$ cat src/include/cpt_pkg.sv
// Package with register map, field positions and timing constants.
package cpt_pkg;
  localparam logic [7:0] OFF_DRIVE   = 8'h56;
  localparam logic [7:0] OFF_CLKCTL  = 8'h58;
  localparam logic [7:0] OFF_COUNT   = 8'h59;
  localparam logic [7:0] OFF_PRELOAD = 8'h5b;
  localparam logic [7:0] RST_DRIVE   = 8'h00;
  localparam logic [7:0] RST_CLKCTL  = 8'h10;
  localparam logic [7:0] RST_COUNT   = 8'h00;
  localparam logic [7:0] RST_PRELOAD = 8'h00;
  localparam int DRV_FORCE_BIT  = 0;
  localparam int DRV_DUTY_LSB   = 1;
  localparam int DRV_CLKSEL_BIT = 7;
  localparam int CTL_SRC_BIT    = 0;
  localparam int CTL_MULT_BIT   = 2;
  localparam int CTL_DIV_LSB    = 4;
  localparam logic [7:0] CTL_WMASK = 8'h35;
  localparam logic [7:0] CNT_MAX   = 8'hff;
  // Base-period lengths in clk cycles, indexed by {clksel, src}.
  // Clock runs at 10 MHz (100 ns period).
  localparam int CLK_PERIOD_NS = 100;
  localparam int BASE_NS_0 = 3200;
  localparam int BASE_NS_1 = 1600;
  localparam int BASE_NS_2 = 800;
  localparam int BASE_NS_3 = 400;
  localparam logic [7:0] BASE_CYC_0 = 8'((BASE_NS_0) / CLK_PERIOD_NS);
  localparam logic [7:0] BASE_CYC_1 = 8'((BASE_NS_1) / CLK_PERIOD_NS);
  localparam logic [7:0] BASE_CYC_2 = 8'((BASE_NS_2) / CLK_PERIOD_NS);
  localparam logic [7:0] BASE_CYC_3 = 8'((BASE_NS_3) / CLK_PERIOD_NS);
  typedef struct packed {
    logic       force_hi;
    logic [5:0] duty;
    logic [1:0] clk_sel;
    logic       dbl;
  } cpt_pwm_cfg_s;
endpackage

$ cat src/rtl/cpt_tach.sv
`timescale 1ns/1ns
// Tachometer: counts scaled clock cycles per fan pulse and latches result.
module cpt_tach (
  input  wire logic       clk,
  input  wire logic       rst_n,
  input  wire logic       tach_in,
  input  wire logic [1:0] div_sel,
  input  wire logic [7:0] preload,
  input  wire logic       restart,
  output logic [7:0]      count_q
);
  logic [7:0] run_q;
  logic [7:0] run_d;
  logic [6:0] pre_q;
  logic       tach_q;
  logic       arm_q;
  wire        rise_w = tach_in & ~tach_q;
  wire  [6:0] pre_lim_w = 7'((8'h1 << div_sel) - 8'h1);
  wire        tick_w = (pre_q >= pre_lim_w);
  wire        sat_w  = (run_q == cpt_pkg::CNT_MAX);

  // Prescaler gives one counting enable every 1, 2, 4 or 8 cycles.
  always_ff @(posedge clk) begin
    if (!rst_n || restart || rise_w || tick_w) begin
      pre_q <= 7'h00;
    end else begin
      pre_q <= pre_q + 7'h01;
    end
  end

  // Counting saturates, so a pulse too long for 8 bits reads full scale.
  assign run_d = (tick_w && !sat_w) ? run_q + 8'h01 : run_q;

  always_ff @(posedge clk) begin
    if (!rst_n) begin
      run_q   <= cpt_pkg::RST_COUNT;
      tach_q  <= 1'b0;
      arm_q   <= 1'b0;
      count_q <= cpt_pkg::RST_COUNT;
    end else begin
      tach_q <= tach_in;
      if (restart) begin
        run_q <= preload;
        arm_q <= 1'b0;
      end else if (rise_w) begin
        // The first edge after a restart only opens a window.
        if (arm_q) begin
          count_q <= run_d;
        end
        run_q <= preload;
        arm_q <= 1'b1;
      end else begin
        run_q <= run_d;
      end
    end
  end
endmodule

$ cat src/rtl/cpt_cooler.sv
// The address-and-strobe port was decided locally.
`timescale 1ns/1ns
// Cooling fan PWM drive and tachometer with plain register port.
//
// Contract
// A set force bit holds the output high, else the duty field rules.
// Output is high for N of every 64 base periods, N the duty value.
// Base frequency comes from clock select, source select and doubler.
// The doubler bit halves the base period, doubling output frequency.
// Tach counting clock is divided by 1, 2, 4 or 8, default 2.
// Each tach pulse is measured in scaled cycles into an 8-bit register.
// The register shows the final count of the previous pulse only.
// Software treats the count as invalid for two pulses after preload.
// Each count starts from the software preload value.
// A preload write restarts the counting sequence at once.
// Base frequencies come from a constant table indexed by select bits.
// The tach counter saturates at 255 instead of wrapping.
module cpt_cooler (
  input  wire logic       clk,
  input  wire logic       rst_n,
  input  wire logic [7:0] addr,
  input  wire logic [7:0] wdata,
  input  wire logic       wr,
  input  wire logic       rd,
  output logic [7:0]      rdata,
  input  wire logic       tach_in,
  output logic            pwm_out
);
  logic [7:0] drive_q;
  logic [7:0] ctl_q;
  logic [7:0] preload_q;
  logic [7:0] count_w;
  logic [7:0] rdata_d;
  logic [7:0] base_cnt_q;
  logic [5:0] slot_q;
  logic       pwm_q;
  cpt_pkg::cpt_pwm_cfg_s cfg_w;

  wire sel_drive   = (addr == cpt_pkg::OFF_DRIVE);
  wire sel_ctl     = (addr == cpt_pkg::OFF_CLKCTL);
  wire sel_count   = (addr == cpt_pkg::OFF_COUNT);
  wire sel_preload = (addr == cpt_pkg::OFF_PRELOAD);
  wire wr_preload  = wr && sel_preload;

  assign cfg_w.force_hi = drive_q[cpt_pkg::DRV_FORCE_BIT];
  assign cfg_w.duty     = drive_q[cpt_pkg::DRV_DUTY_LSB +: 6];
  assign cfg_w.clk_sel  = {drive_q[cpt_pkg::DRV_CLKSEL_BIT],
                           ctl_q[cpt_pkg::CTL_SRC_BIT]};
  assign cfg_w.dbl      = ctl_q[cpt_pkg::CTL_MULT_BIT];

  // Register writes; reserved control bits are not stored and read zero.
  always_ff @(posedge clk) begin
    if (!rst_n) begin
      drive_q   <= cpt_pkg::RST_DRIVE;
      ctl_q     <= cpt_pkg::RST_CLKCTL;
      preload_q <= cpt_pkg::RST_PRELOAD;
    end else if (wr) begin
      if (sel_drive) begin
        drive_q <= wdata;
      end
      if (sel_ctl) begin
        ctl_q <= wdata & cpt_pkg::CTL_WMASK;
      end
      if (sel_preload) begin
        preload_q <= wdata;
      end
    end
  end

  // Unmapped addresses read zero; the count register ignores writes.
  assign rdata_d = sel_drive   ? drive_q :
                   sel_ctl     ? ctl_q :
                   sel_count   ? count_w :
                   sel_preload ? preload_q : 8'h00;

  always_ff @(posedge clk) begin
    if (!rst_n) begin
      rdata <= 8'h00;
    end else if (rd) begin
      rdata <= rdata_d;
    end else begin
      rdata <= 8'h00;
    end
  end

  // Base-period table; the doubler halves the chosen period.
  logic [7:0] base_len_w;
  logic [7:0] base_eff_w;
  always_comb begin
    case (cfg_w.clk_sel)
      2'b00: base_len_w = cpt_pkg::BASE_CYC_0;
      2'b01: base_len_w = cpt_pkg::BASE_CYC_1;
      2'b10: base_len_w = cpt_pkg::BASE_CYC_2;
      default: base_len_w = cpt_pkg::BASE_CYC_3;
    endcase
  end
  assign base_eff_w = cfg_w.dbl ? (base_len_w >> 1) : base_len_w;
  wire base_tick_w = (base_cnt_q >= base_eff_w - 8'h01);

  always_ff @(posedge clk) begin
    if (!rst_n || base_tick_w) begin
      base_cnt_q <= 8'h00;
    end else begin
      base_cnt_q <= base_cnt_q + 8'h01;
    end
  end

  // A 64-slot frame; slot index below duty means high.
  always_ff @(posedge clk) begin
    if (!rst_n) begin
      slot_q <= 6'h00;
    end else if (base_tick_w) begin
      slot_q <= slot_q + 6'h01;
    end
  end

  always_ff @(posedge clk) begin
    if (!rst_n) begin
      pwm_q <= 1'b0;
    end else begin
      pwm_q <= cfg_w.force_hi | (slot_q < cfg_w.duty);
    end
  end
  assign pwm_out = pwm_q;

  cpt_tach u_tach (
    .clk     (clk),
    .rst_n   (rst_n),
    .tach_in (tach_in),
    .div_sel (ctl_q[cpt_pkg::CTL_DIV_LSB +: 2]),
    .preload (preload_q),
    .restart (wr_preload),
    .count_q (count_w)
  );

  // Checker helpers: cycles since the last base tick, and whether the
  // frequency selection stayed put over that span. A write to either
  // select register voids one span, since the new length is only known
  // after the counter has restarted.
  logic [7:0] gap_q;
  logic       gap_ok_q;
  wire        sel_chg_w = wr && (sel_drive || sel_ctl);
  wire        sel_any_w = sel_drive || sel_ctl || sel_count || sel_preload;

  // Base length worked out straight from the constant table.
  wire  [7:0] exp_len_w =
    (cfg_w.clk_sel == 2'b00) ? (cpt_pkg::BASE_CYC_0 >> cfg_w.dbl) :
    (cfg_w.clk_sel == 2'b01) ? (cpt_pkg::BASE_CYC_1 >> cfg_w.dbl) :
    (cfg_w.clk_sel == 2'b10) ? (cpt_pkg::BASE_CYC_2 >> cfg_w.dbl) :
                               (cpt_pkg::BASE_CYC_3 >> cfg_w.dbl);

  always_ff @(posedge clk) begin
    if (!rst_n) begin
      gap_q    <= 8'h00;
      gap_ok_q <= 1'b0;
    end else if (base_tick_w) begin
      gap_q    <= 8'h00;
      gap_ok_q <= !sel_chg_w;
    end else begin
      gap_q <= gap_q + 8'h01;
      if (sel_chg_w) begin
        gap_ok_q <= 1'b0;
      end
    end
  end
endmodule

$ cat config.mk
export PLATFORM = sky130hd
export DESIGN_NAME = cpt_cooler
export DESIGN_NICKNAME = d
export VERILOG_FILES = /design/src/include/cpt_pkg.sv /design/src/rtl/cpt_tach.sv /design/src/rtl/cpt_cooler.sv
export SDC_FILE = /design/constraint.sdc
export NUM_CORES = 1
export LEC_CHECK = 0
export BUFFER_PORTS_ARGS = -buffer_cell sky130_fd_sc_hd__buf_4
export CAP_MARGIN = 20
export CORE_MARGIN = 5
export CORE_UTILIZATION = 35
export CTS_BUF_LIST = sky130_fd_sc_hd__clkbuf_4
export DETAILED_ROUTE_END_ITERATION = 10
export PLACE_DENSITY = 0.5
export SYNTH_ARGS = -nofsm -noshare
export SYNTH_HDL_FRONTEND = slang
export SYNTH_HIERARCHICAL = 1
export SYNTH_SLANG_ARGS = --single-unit
$ cat constraint.sdc
create_clock -name clk -period 3.4 [get_ports clk]
set_input_delay 0.51 -clock clk [delete_from_list [all_inputs] [get_ports clk]]
set_output_delay 0.51 -clock clk [all_outputs]
set_load 0.01 [all_outputs]
; ---- Word-level counts from Yosys, hierarchy flattened
; Index checks and enable logic that the tools add are counted.
[op_classes]
muxes = 9
addsub = 6
magnitude_cmp = 3
bitwise = 5
shift = 1
eq_ne = 7
reduce_logical = 15
[ops]
columns = operator, count
row1 = two-way mux 8 bit, 8
row2 = equality test 8 x 7 -> 1 bit (second input constant), 4
row3 = case mux 6 bit (3 select lines), 1
row4 = adder 8 x 1 -> 8 bit (second input constant), 2
row5 = equality test 8 bit (second input constant), 1
row6 = greater-or-equal comparator 8 bit, 1
row7 = AND reduction 2 bit, 4
row8 = subtractor 8 x 1 -> 8 bit (second input constant), 1
row9 = adder 7 x 1 -> 7 bit (second input constant), 1
row10 = greater-or-equal comparator 7 bit, 1
row11 = left shift 1 x 2 -> 7 bit (first input constant), 1
row12 = subtractor 7 x 1 -> 7 bit (second input constant), 1
row13 = adder 6 x 1 -> 6 bit (second input constant), 1
row14 = < comparator 6 bit, 1
row15 = logical OR 1 bit, 4
row16 = NOT 1 bit, 3
row17 = AND reduction 3 bit, 1
row18 = equality test 2 x 1 -> 1 bit (second input constant), 1
row19 = equality test 2 bit (second input constant), 1
row20 = logical AND 1 bit, 2
row21 = logical NOT 1 bit, 2
row22 = logical NOT 2 bit, 1
row23 = OR reduction 2 bit, 1
row24 = bitwise AND 1 bit, 1
row25 = bitwise OR 1 bit, 1
[totals]
register_bits = 68
inputBits = 21
output_inout_bits = 9
word_cells = 58

; ---- Depth between registers and ports, before layout
; Gate-level depths: netlist of run 1.
[depth]
ltp_word = 7
ltp_mapped = 13
ltp_nobuf = 11

; ---- Modules after synthesis
; Netlist of run 1, hierarchy kept.
[modules_own_cells]
columns = mod, cells_each, seq_area_each_um2, area_each_um2, n_inst
row1 = cpt_cooler, 249, 860.8, 2179.6, 1
row2 = cpt_tach, 128, 500.5, 1214.9, 1

; ---- Worst setup path after synthesis of run 1
; Ideal clock, no wire load.
[synth_path]
kind = reg2reg
start = register ctl_q[2]
end = register slot_q[5]
required_ps = 3285
stages_incl_launch_ff = 12
n_path_buf = 2
period_less_slack_ps = 2387
t_arrival_ps = 2273
setup_time_ps = 115
path_slack_ps = 1013
cell_sequence = dfxtp_1 clkbuf_1 xor2_1 nand2_1 ha_1 o21a_1 ha_1 o2111a_1 a21oi_1 buf_2 o31a_1 o21a_1
[synth_between]
elab_chain_len = 3
[synth_rtl]
columns = element, line
row1 = start: declaration, cpt_cooler.sv:30  ; logic [7:0] ctl_q;
row2 = start signal: assignment, cpt_cooler.sv:55  ; ctl_q <= cpt_pkg::RST_CLKCTL;
row3 = start signal: assignment, cpt_cooler.sv:62  ; ctl_q <= wdata & cpt_pkg::CTL_WMASK;
row4 = two-way mux 8 bit, cpt_cooler.sv:97  ; assign base_eff_w = cfg_w.dbl ? (base_len_w >> 1) : base_len_w;
row5 = subtractor 8 x 1 -> 8 bit, cpt_cooler.sv:98  ; wire base_tick_w = (base_cnt_q >= base_eff_w - 8'h01);
row6 = greater-or-equal comparator 8 bit, cpt_cooler.sv:98
row7 = end signal: assignment, cpt_cooler.sv:113  ; slot_q <= slot_q + 6'h01;
row8 = end: declaration, cpt_cooler.sv:35  ; logic [5:0] slot_q;
; Every way passes these cells.
; A chain may end at the register's enable or synchronous reset.

; ---- Final worst setup path of run 1
[layout_path]
start = register ctl_q[4]
end = register u_tach.count_q[3]
[layout_between]
elab_chain_len = 5
[layout_rtl]
columns = element, line
row1 = left shift 1 x 2 -> 7 bit, cpt_tach.sv:18  ; wire [6:0] pre_lim_w = 7'((8'h1 << div_sel) - 8'h1);
row2 = subtractor 7 x 1 -> 7 bit, cpt_tach.sv:18
row3 = greater-or-equal comparator 7 bit, cpt_tach.sv:19  ; wire tick_w = (pre_q >= pre_lim_w);
row4 = logical AND 1 bit, cpt_tach.sv:32  ; assign run_d = (tick_w && !sat_w) ? run_q + 8'h01 : run_q;
row5 = two-way mux 8 bit, cpt_tach.sv:32
row6 = end signal: assignment, cpt_tach.sv:39  ; count_q <= cpt_pkg::RST_COUNT;
row7 = end signal: assignment, cpt_tach.sv:48  ; count_q <= run_d;
row8 = end: declaration, cpt_tach.sv:10  ; output logic [7:0] count_q
; Every way passes these cells.

==> impl_summary.md, run 1 <==
Logic synthesis
In the synthesized netlist the async set-or-reset flop fraction comes to 0. The number of standard cells after synthesis is 377. For this run, the register share of the synthesized area comes to 0.4010. For this run, the leading register cell type out of synthesis is sky130_fd_sc_hd__dfxtp_1. The number of warnings reported in the yosys synthesis log is 6. Yosys mapped the design onto 63 distinct sky130hd cell types. The synthesized flop and latch total is 68. After synthesis, the mean cell area works out to 9.004 sq um. After synthesis the cells add up to 3395 sq um.

The synthesized design contains 0 enable-type register cells.

STA
Once routing completed, OpenROAD measured the worst setup slack at 0.8718 ns. The max-slew violation total from the final report came to 0. The fmax is 395.5 MHz. The final number of hold-violating endpoints is 0. Clock skew on the completed layout was measured at 0.02118 ns.

Setup repair after global routing left no endpoint under its margin. The total negative slack for setup checks is 0 ns. At the pin with the least slew margin, the transition time is 0.7856 ns. Subtracting the final worst setup slack from the clock period gives 2.528 ns. The relative slew slack is 0.4719. The total of endpoints with negative setup slack in the final report is 0. In the finished design, the share of the clock period the worst path needs comes to 0.7436. On the final layout, the worst hold slack is 0.3027 ns.

Worst setup path
The worst setup path is of the register to register kind. STA puts the critical path data required time at 3.69 ns. The type of element capturing the critical path is a register. The signal arrival time at the worst endpoint is 2.81 ns.

The critical path startpoint category is a register. The maximum fanout along the worst path is 5. The length in cells of the worst reg-to-reg path is 8.

The worst register-to-register path ends at u_tach/count_q[3]. The startpoint identified for the worst register-to-register timing path is ctl_q[4]. Setup slack on the worst reg-to-reg path comes out at 0.87 ns.

Placed design
Input and output buffers added on the ports amount to 29. The pre-CTS setup slack is 0.8999 ns. Once placement finished, the instance area stood at 3725 sq um. The detailed placement HPWL is 5848 um. The total placed cells including tap cells is 530. The routability-driven placement congestion ratio is 0.7268.

Floorplanning
The height of the die is 108.5 um. The die outline width is 108.5 um. The initial utilization of the core area, before any placement, comes to 0.3538. After floorplanning, the core was sized to cover 9594 sq um. In this run the count of I/O pins placed on the die edge is 30.

The row count is 36. The die covers 11770 sq um.

Drt
Dividing the detail-routed wire length by the instance count gives 14.31 um. The number of design rule violations left after detail routing is 0. The number of DRC markers in iteration 0 is 107. Summing over every cut layer, the via total after detailed routing is 2741. Before antenna repair, the detailed router went through 5 iterations. Summed over all layers, the routed wires come to 7812 um. The remaining number of nets flagged by the antenna check after routing is 0. After detailed routing, the number of vias per cell comes to 5.020.

Min path
Counting instances, the worst hold path has a depth of 2. The hold path startpoint is tach_in. The worst min-delay path category is primary input to register.

The capture endpoint of the worst hold path is u_tach/tach_q.

GRT
The number of global-route vias before repair is 2618. The number of antenna violations at the first check in global routing is 0. The global-route wire length before repair is 13110 um.

The largest net degree at the start of global routing is 50. The overall overflow remaining after global route is 0. In the global route stage, overall resource usage came out at 0.1430.

Finish
The number of nets in the finished design is 450. Leaving out fill and tap cells, the most frequent cell in the layout is sky130_fd_sc_hd__dfxtp_1. Leaving out filler cells and counting taps, the final layout contains 546. The post-layout utilization of the core is 0.4078. After routing the design area is 3913 sq um.

Leaving out fill and tap cells, the most frequent cells in the layout are sky130_fd_sc_hd__dfxtp_1 (68), sky130_fd_sc_hd__nand2_1 (43), sky130_fd_sc_hd__nand3_1 (36). The area overhead of the layout relative to synthesis is 15.26%. The final antenna diode count is 0. The share of final-layout standard cells stronger than drive strength 1 is 0.1671.

Power
IR analysis of the VDD net gives a maximum drop of 0.0001982 V. The total power consumption of the routed design is 1.620 mW. Dividing total power by cell area gives a power density of 414.0 nW/um^2. The static leakage is 1.473 nW.

Clocking
The CTS tree is done. CTS saw 68 sinks. After clock tree synthesis, the repair step resized 0 gates. The clock insertion delay at the later pin of the skew report is 0.42 ns. The H-tree depth is 3. In this run, CTS created clock tree buffers numbering 9.

The number of hold buffers added after CTS was 0. In this run the deepest clock path goes through 2 buffers. Clock-pin slew was measured on the worst setup and hold paths at 0.12 ns. The clock tree root buffer cell is sky130_fd_sc_hd__clkbuf_4.

The buffer count from post-CTS setup fixing is 0.

Outcome
The flow ran to the end, and the final reports show no timing, DRC or antenna violations.

Job
The tool flagged a number of max-cap violations equal to 0.
==> worst max path at each step <==
stage | start | endpoint | slack [ns]
global route | ctl_q[0] | base_cnt_q[7] | 0.54
finish | ctl_q[4] | u_tach/count_q[3] | 0.87
CTS | ctl_q[0] | base_cnt_q[7] | 0.85
global placement | ctl_q[4] | u_tach/count_q[3] | 0.91
floorplan | ctl_q[2] | slot_q[5] | 1.01
detailed placement | ctl_q[4] | u_tach/run_q[7] | 0.90
==> layout make-up <==
cell class | count | area, sq um
Sequential cell | 68 | 1361
Tap cell | 133 | 166.4
Clock inverter | 6 | 112.6
Inverter | 11 | 41.29
Fill cell | 992 | 5682
Timing Repair Buffer | 34 | 255.2
Clock buffer | 10 | 75.07
Multi-Input combinational cell | 284 | 1901
==> kinds of logic (layout without fill, tap and decap cells) <==
family | count (synthesis) | after routing | synth area share
buf+inv | 27 | 61 | 0.04128
other cells | 2 | 4 | 0.002212
fa+ha+maj | 21 | 21 | 0.07740
compound gates | 101 | 101 | 0.2208
simple gates | 142 | 142 | 0.2156
mux | 1 | 1 | 0.002949
xor+xnor | 15 | 15 | 0.03870
flops | 68 | 68 | 0.4010
==> synthesized netlist by cell type, types with 2 or more instances <==
library cell | instances | share of area
sky130_fd_sc_hd__or2_2 | 2 | 0.0037
sky130_fd_sc_hd__xor2_1 | 11 | 0.028
sky130_fd_sc_hd__a311oi_1 | 2 | 0.0052
sky130_fd_sc_hd__a21boi_1 | 19 | 0.042
sky130_fd_sc_hd__buf_2 | 3 | 0.0044
sky130_fd_sc_hd__nor2b_1 | 3 | 0.0055
sky130_fd_sc_hd__clkbuf_8 | 2 | 0.0081
sky130_fd_sc_hd__a21oi_1 | 18 | 0.027
sky130_fd_sc_hd__o21a_1 | 3 | 0.0066
sky130_fd_sc_hd__nor2_1 | 24 | 0.027
sky130_fd_sc_hd__o211ai_1 | 4 | 0.0088
sky130_fd_sc_hd__a21boi_0 | 5 | 0.011
sky130_fd_sc_hd__ha_1 | 21 | 0.077
sky130_fd_sc_hd__dfxtp_1 | 68 | 0.40
sky130_fd_sc_hd__clkbuf_1 | 9 | 0.010
sky130_fd_sc_hd__xnor2_1 | 4 | 0.010
sky130_fd_sc_hd__a2111oi_2 | 2 | 0.0088
sky130_fd_sc_hd__a222oi_1 | 4 | 0.012
sky130_fd_sc_hd__nand4bb_1 | 2 | 0.0066
sky130_fd_sc_hd__a41o_1 | 2 | 0.0059
sky130_fd_sc_hd__conb_1 | 2 | 0.0022
sky130_fd_sc_hd__o21ai_1 | 3 | 0.0044
sky130_fd_sc_hd__and3_1 | 4 | 0.0074
sky130_fd_sc_hd__a31oi_1 | 2 | 0.0037
sky130_fd_sc_hd__o21ai_0 | 16 | 0.024
sky130_fd_sc_hd__buf_6 | 2 | 0.0066
sky130_fd_sc_hd__a211oi_1 | 3 | 0.0066
sky130_fd_sc_hd__nand3_1 | 36 | 0.053
sky130_fd_sc_hd__inv_1 | 11 | 0.012
sky130_fd_sc_hd__nand2_1 | 43 | 0.048
sky130_fd_sc_hd__nand2b_1 | 4 | 0.0074
sky130_fd_sc_hd__and2_1 | 2 | 0.0037
sky130_fd_sc_hd__a22oi_1 | 6 | 0.013
sky130_fd_sc_hd__or3_1 | 6 | 0.011
==> power breakdown <==
part | switching (mW) | internal, mW | total [mW]
combinational | 0.0591 | 0.0466 | 0.106
sequential | 0.0173 | 0.814 | 0.832
clock | 0.301 | 0.382 | 0.683
==> flip-flops by register name, summed over array words and instances, names as in the netlist <==
name	cells
rdata	8
u_tach/run_q	8
u_tach/count_q	8
u_tach/tach_q	1
drive_q	8
preload_q	8
base_cnt_q	8
ctl_q	4
u_tach/arm_q	1
slot_q	6
pwm_out	1
u_tach/pre_q	7
==> critical path, cell delays in order (launching register included) <==
cell and delay (ns):
sky130_fd_sc_hd__dfxtp_1 0.37, sky130_fd_sc_hd__or2_2 0.33, sky130_fd_sc_hd__ha_1 0.28, sky130_fd_sc_hd__ha_1 0.30, sky130_fd_sc_hd__nor2b_1 0.15, sky130_fd_sc_hd__a311o_4 0.42
sky130_fd_sc_hd__o211ai_1 0.22, sky130_fd_sc_hd__xor2_1 0.24, sky130_fd_sc_hd__a21oi_1 0.10
==> per-layer routing <==
layer	share of wire	wire [um]	GRT usage	up-vias
met1	0.50	3929	0.1917	1264
met2	0.45	3496	0.2229	52
met5	0	0	0	-
met3	0.035	272	0.03343	7
li1	-	-	-	1418
met4	0.014	113	0.05410	0
Power figures use the tool's default switching activity.
==> run 2: changes to the inputs <==
--- a/config.mk
+++ b/config.mk
@@ -5,13 +5,14 @@
 export SDC_FILE = /design/constraint.sdc
 export NUM_CORES = 1
 export LEC_CHECK = 0
+export ABC_AREA = 1
 export BUFFER_PORTS_ARGS = -buffer_cell sky130_fd_sc_hd__buf_4
 export CAP_MARGIN = 20
 export CORE_MARGIN = 5
 export CORE_UTILIZATION = 35
 export CTS_BUF_LIST = sky130_fd_sc_hd__clkbuf_4
 export DETAILED_ROUTE_END_ITERATION = 10
-export PLACE_DENSITY = 0.5
+export PLACE_DENSITY = 0.49
 export SYNTH_ARGS = -nofsm -noshare
 export SYNTH_HDL_FRONTEND = slang
 export SYNTH_HIERARCHICAL = 1
==> constraint.sdc (replaced) <==
create_clock -name clk -period 2.45 [get_ports clk]
set_input_delay 0.3675 -clock clk [delete_from_list [all_inputs] [get_ports clk]]
set_output_delay 0.3675 -clock clk [all_outputs]
set_load 0.01 [all_outputs]
==> run 2 against run 1 <==
  * Sequential power increased by 38%
  * Clock-buffer cell count unchanged
  * Worst setup slack worse by 0.66 ns
  * Register-to-register slack worse by 0.66 ns
  * Die area increased by 8.5%
  * Fmax rose by 13%
  * Worst hold slack got worse by 0.16 ns
  * Critical path type unchanged
  * Critical endpoint is now slot_q[0]
  * Largest power group unchanged
  * Highest routed layer unchanged
==> impl_summary.md, run 2 <==
Placed design
The number of port buffers came to 29 (unchanged). The routability-driven placement congestion ratio is 0.8499 (was 0.7268). The detailed placement HPWL is 6532 um (was 5848 um).

STA
The final period demand of the worst path is 2.235 ns (was 2.528 ns). The share of the clock period used by the worst path after layout is 0.9124 (was 0.7436). The final number of hold-violating endpoints is 0 (unchanged). The fmax is 447.4 MHz (was 395.5 MHz). The worst clock skew is 0.01521 ns (was 0.02118 ns). The actual slew at the worst max-slew pin is 0.6953 ns (was 0.7856 ns). The final hold slack is 0.1442 ns (was 0.3027 ns). The total negative slack for setup checks was 0 ns (unchanged).

The total of endpoints with negative setup slack in the final report is 0 (unchanged). The max-slew violation total from the final report is 0 (unchanged). The relative slew slack is 0.5360 (was 0.4719).

Floorplanning
The row count came to 37 (was 36). The I/O pin count is 30 (unchanged). The initial standard-cell utilization of the core is 0.3596 (was 0.3538).

The height of the die is 113.0 um (was 108.5 um). The total die area is 12770 sq um (was 11770 sq um). The placeable core region is 10320 sq um (was 9594 sq um).

The die outline width is 113.0 um (was 108.5 um).

Logic synthesis
The async set-reset flop share out of synthesis is 0 (unchanged). The most common cell in the netlist is sky130_fd_sc_hd__nand2_1 (was sky130_fd_sc_hd__dfxtp_1). The number of warnings reported in the yosys synthesis log is 6 (unchanged). The fraction of synthesized cell area taken by the top area cell type is 0.3667 (was 0.4010).

The synthesized flop and latch total is 68 (unchanged). Leading post-synthesis cells by cell area: sky130_fd_sc_hd__dfxtp_1 (37%), sky130_fd_sc_hd__nand2_1 (13%), sky130_fd_sc_hd__nand3_1 (9.2%) (was sky130_fd_sc_hd__dfxtp_1 (40%), sky130_fd_sc_hd__ha_1 (7.7%), sky130_fd_sc_hd__nand3_1 (5.3%)). The proportion of synthesized chip area in sequential cells is 0.3667 (was 0.4010). The cell type with the largest total area after synthesis is sky130_fd_sc_hd__dfxtp_1 (unchanged).

Ranking of synthesized cells by instance count: sky130_fd_sc_hd__nand2_1 (125), sky130_fd_sc_hd__nor2_1 (75), sky130_fd_sc_hd__dfxtp_1 (68), sky130_fd_sc_hd__nand3_1 (68), sky130_fd_sc_hd__inv_1 (64) (was sky130_fd_sc_hd__dfxtp_1 (68), sky130_fd_sc_hd__nand2_1 (43), sky130_fd_sc_hd__nand3_1 (36)). The number of library cell types mapped by synthesis is 37 (was 63). The synthesized cell area is 3712 sq um (was 3395 sq um).

The number of standard cells after synthesis is 530 (was 377). The number of enable-type register cells in the synthesized netlist is 0 (unchanged). The primary flip-flop cell chosen by synthesis mapping is sky130_fd_sc_hd__dfxtp_1 (unchanged). The average size of a mapped cell was 7.004 sq um (was 9.004 sq um).

Drt
The vias after detailed routing was 3229 (was 2741). The number of DRC markers in iteration 0 is 98 (was 107). The iteration count of the initial detailed-routing pass was 4 (was 5). The average wire length per cell after detail routing is 12.02 um (was 14.31 um). The wire length reported by the detailed router came to 8496 um (was 7812 um). The number of design rule violations left after detail routing came to 0 (unchanged). The remaining number of nets flagged by the antenna check after routing is 0 (unchanged). The mean number of vias per cell is 4.567 (was 5.020).

GRT
The largest net degree at the start of global routing was 26 (was 50). The total routing usage reported by global routing came to 0.1424 (was 0.1430). The global-route wire length before repair is 14720 um (was 13110 um). The number of antenna violations at the first check in global routing was 0 (unchanged). The overall overflow remaining after global route came to 0 (unchanged).

The number of global-route vias before repair came to 3100 (was 2618).

Outcome
Run status: finished clean (unchanged).

Finish
The area overhead of the layout relative to synthesis is 13.89% (was 15.26%). The number of nets in the finished design is 608 (was 450). The final antenna diode count came to 0 (unchanged).

Most used cells in the layout excluding fill and tap cells: sky130_fd_sc_hd__nand2_1 (123), sky130_fd_sc_hd__nor2_1 (75), sky130_fd_sc_hd__nand3_1 (68), sky130_fd_sc_hd__dfxtp_1 (68), sky130_fd_sc_hd__inv_1 (64) (was sky130_fd_sc_hd__dfxtp_1 (68), sky130_fd_sc_hd__nand2_1 (43), sky130_fd_sc_hd__nand3_1 (36)). The count of filler cells inserted in the layout is 1116 (was 992). The sequential cell area in the final layout is 1361 sq um (unchanged). The post-layout utilization of the core is 0.4095 (was 0.4078). The share of final-layout standard cells stronger than drive strength 1 came to 0.1366 (was 0.1671). The combined area of the multi-input logic cells is 2058 sq um (was 1901 sq um). The commonest non-fill, non-tap cell in the layout is sky130_fd_sc_hd__nand2_1 (was sky130_fd_sc_hd__dfxtp_1).

Worst setup path
The worst path required time is 2.72 ns (was 3.69 ns). The worst setup path startpoint is drive_q[7] (was ctl_q[4]). The critical path startpoint category is a register (unchanged). The cell type with the highest occurrence count on the critical path is sky130_fd_sc_hd__o21ai_0 (was sky130_fd_sc_hd__ha_1).

The delay contributed by the slowest stage of the critical path came to 0.40 ns (was 0.42 ns). The kind of critical path is register to register (unchanged). The category of cells accounting for the largest share of critical-path delay is adder cells (was compound AO/OA/AOI/OAI gates). The type of element capturing the critical path is a register (unchanged). The critical path's slowest cell is sky130_fd_sc_hd__dfxtp_1 (was sky130_fd_sc_hd__a311o_4). Critical path, cell by cell: o21ai_0 -> inv_1 -> o21ai_0 -> ha_1 -> o21ai_0 -> inv_1 -> ha_1 -> nand2_1 -> a21oi_2 -> nor2_4 -> nand2_2 -> nand2_1 -> a21oi_1 (was or2_2 -> ha_1 -> ha_1 -> nor2b_1 -> a311o_4 -> o211ai_1 -> xor2_1 -> a21oi_1). The number of buffers and inverters on the critical path is 2 (was 0). The signal arrival time at the worst endpoint is 2.50 ns (was 2.81 ns). The startpoint of the lowest-slack register-to-register path is drive_q[7] (was ctl_q[4]). The maximum fanout along the worst path is 8 (was 5).

Clocking
The buffer count from post-CTS setup fixing is 0 (unchanged). The hold buffer count at cts came to 0 (unchanged). The clock tree root buffer cell was sky130_fd_sc_hd__clkbuf_4 (unchanged). The clock-pin transition on the worst setup and hold timing paths was 0.12 ns (about the same). The post-cts sizing count came to 0 (unchanged). The clock insertion delay at the later pin of the skew report is 0.41 ns (was 0.42 ns). The clock tree buffer depth is 2 (unchanged). The CTS tree is done (unchanged).

The H-tree depth came to 3 (unchanged). The total clock buffers created by CTS is 9 (unchanged). The total clock sinks is 68 (unchanged).

Min path
The hold path startpoint is tach_in (unchanged). The worst min-delay path category is primary input to register (unchanged).

Power
The maximum vdd ir drop came to 0.0002595 V (was 0.0001982 V). The power density normalized to cell area is 485.9 nW/um^2 (was 414.0 nW/um^2). The static leakage is 2.045 nW (was 1.473 nW).

Job
The number of violations of the max-capacitance limit is 0 (unchanged).
## run 2: cell types whose count changed after synthesis, sizes merged, moves of 5 or more
cell / previous run / this run
a22oi: 6 / 0
inv: 11 / 70
o21ai: 21 / 15
nor2: 25 / 81
a21oi: 19 / 30
a21boi: 24 / 1
clkbuf: 11 / 4
nand3: 36 / 72
nand2: 43 / 133
and3: 5 / 0
or3: 8 / 0
## run 2: path summary, 6_finish.rpt
path              slack (ns)  depth (start not counted)             to
hold reg to reg         0.47                          2     drive_q[5]
setup / recovery        0.21                         13      slot_q[0]
hold / removal          0.14                          3  u_tach/tach_q
setup reg to reg        0.21                         13      slot_q[0]
## run 2: power by group
part	leakage (nW)	switching, mW	internal, mW
combinational	1.42	0.118	0.0721
clock	0.0712	0.398	0.313
sequential	0.552	0.0213	1.13
total	2.04	0.537	1.52
## run 2: routing by layer
| metal | vias to the layer above | wire, um | part of all wire | track usage |
|---|---|---|---|---|
| li1 | 1745 | - | - | - |
| met1 | 1437 | 3987 | 0.47 | 0.1755 |
| met2 | 31 | 4110 | 0.48 | 0.2413 |
| met3 | 16 | 192 | 0.023 | 0.02995 |
| met4 | 0 | 206 | 0.024 | 0.05849 |
| met5 | - | 0 | 0 | 0 |
## run 2: layout make-up
cell class / instances / area share
Timing Repair Buffer: 31 / 0.05505
Clock buffer: 10 / 0.01776
Clock inverter: 6 / 0.01302
Tap cell: 136 / 0.04025
Inverter: 72 / 0.06511
Sequential cell: 68 / 0.3220
Multi-Input combinational cell: 384 / 0.4868
## run 2: worst reg2reg max path: stages (launching register included)
cell	delay, ns
sky130_fd_sc_hd__dfxtp_1	0.40
sky130_fd_sc_hd__o21ai_0	0.14
sky130_fd_sc_hd__inv_1	0.10
sky130_fd_sc_hd__o21ai_0	0.09
sky130_fd_sc_hd__ha_1	0.24
sky130_fd_sc_hd__o21ai_0	0.17
sky130_fd_sc_hd__inv_1	0.07
sky130_fd_sc_hd__ha_1	0.28
sky130_fd_sc_hd__nand2_1	0.08
sky130_fd_sc_hd__a21oi_2	0.06
sky130_fd_sc_hd__nor2_4	0.19
sky130_fd_sc_hd__nand2_2	0.14
sky130_fd_sc_hd__nand2_1	0.08
sky130_fd_sc_hd__a21oi_1	0.05
## run 2: logic make-up after synthesis
group           after synthesis  share of synthesized area
simple gates                298                     0.3755
buf+inv                      80                    0.08661
flops                        68                     0.3667
compound gates               48                    0.06775
fa+ha+maj                    21                    0.07078
xor+xnor                     13                    0.03067
other cells                   2                   0.002023
## run 2: metrics by stage
stage	std cells	total power, mW	worst slack [ns]	area, sq um
2_1_floorplan	532	1.302	0.3844	3720
3_3_place_gp	691	1.369	0.1978	4076
3_5_place_dp	691	1.370	0.1458	4076
4_1_cts	707	2.084	0.1225	4207
5_1_grt	707	2.163	-0.002147	4228
6_report	707	2.054	0.2147	4228
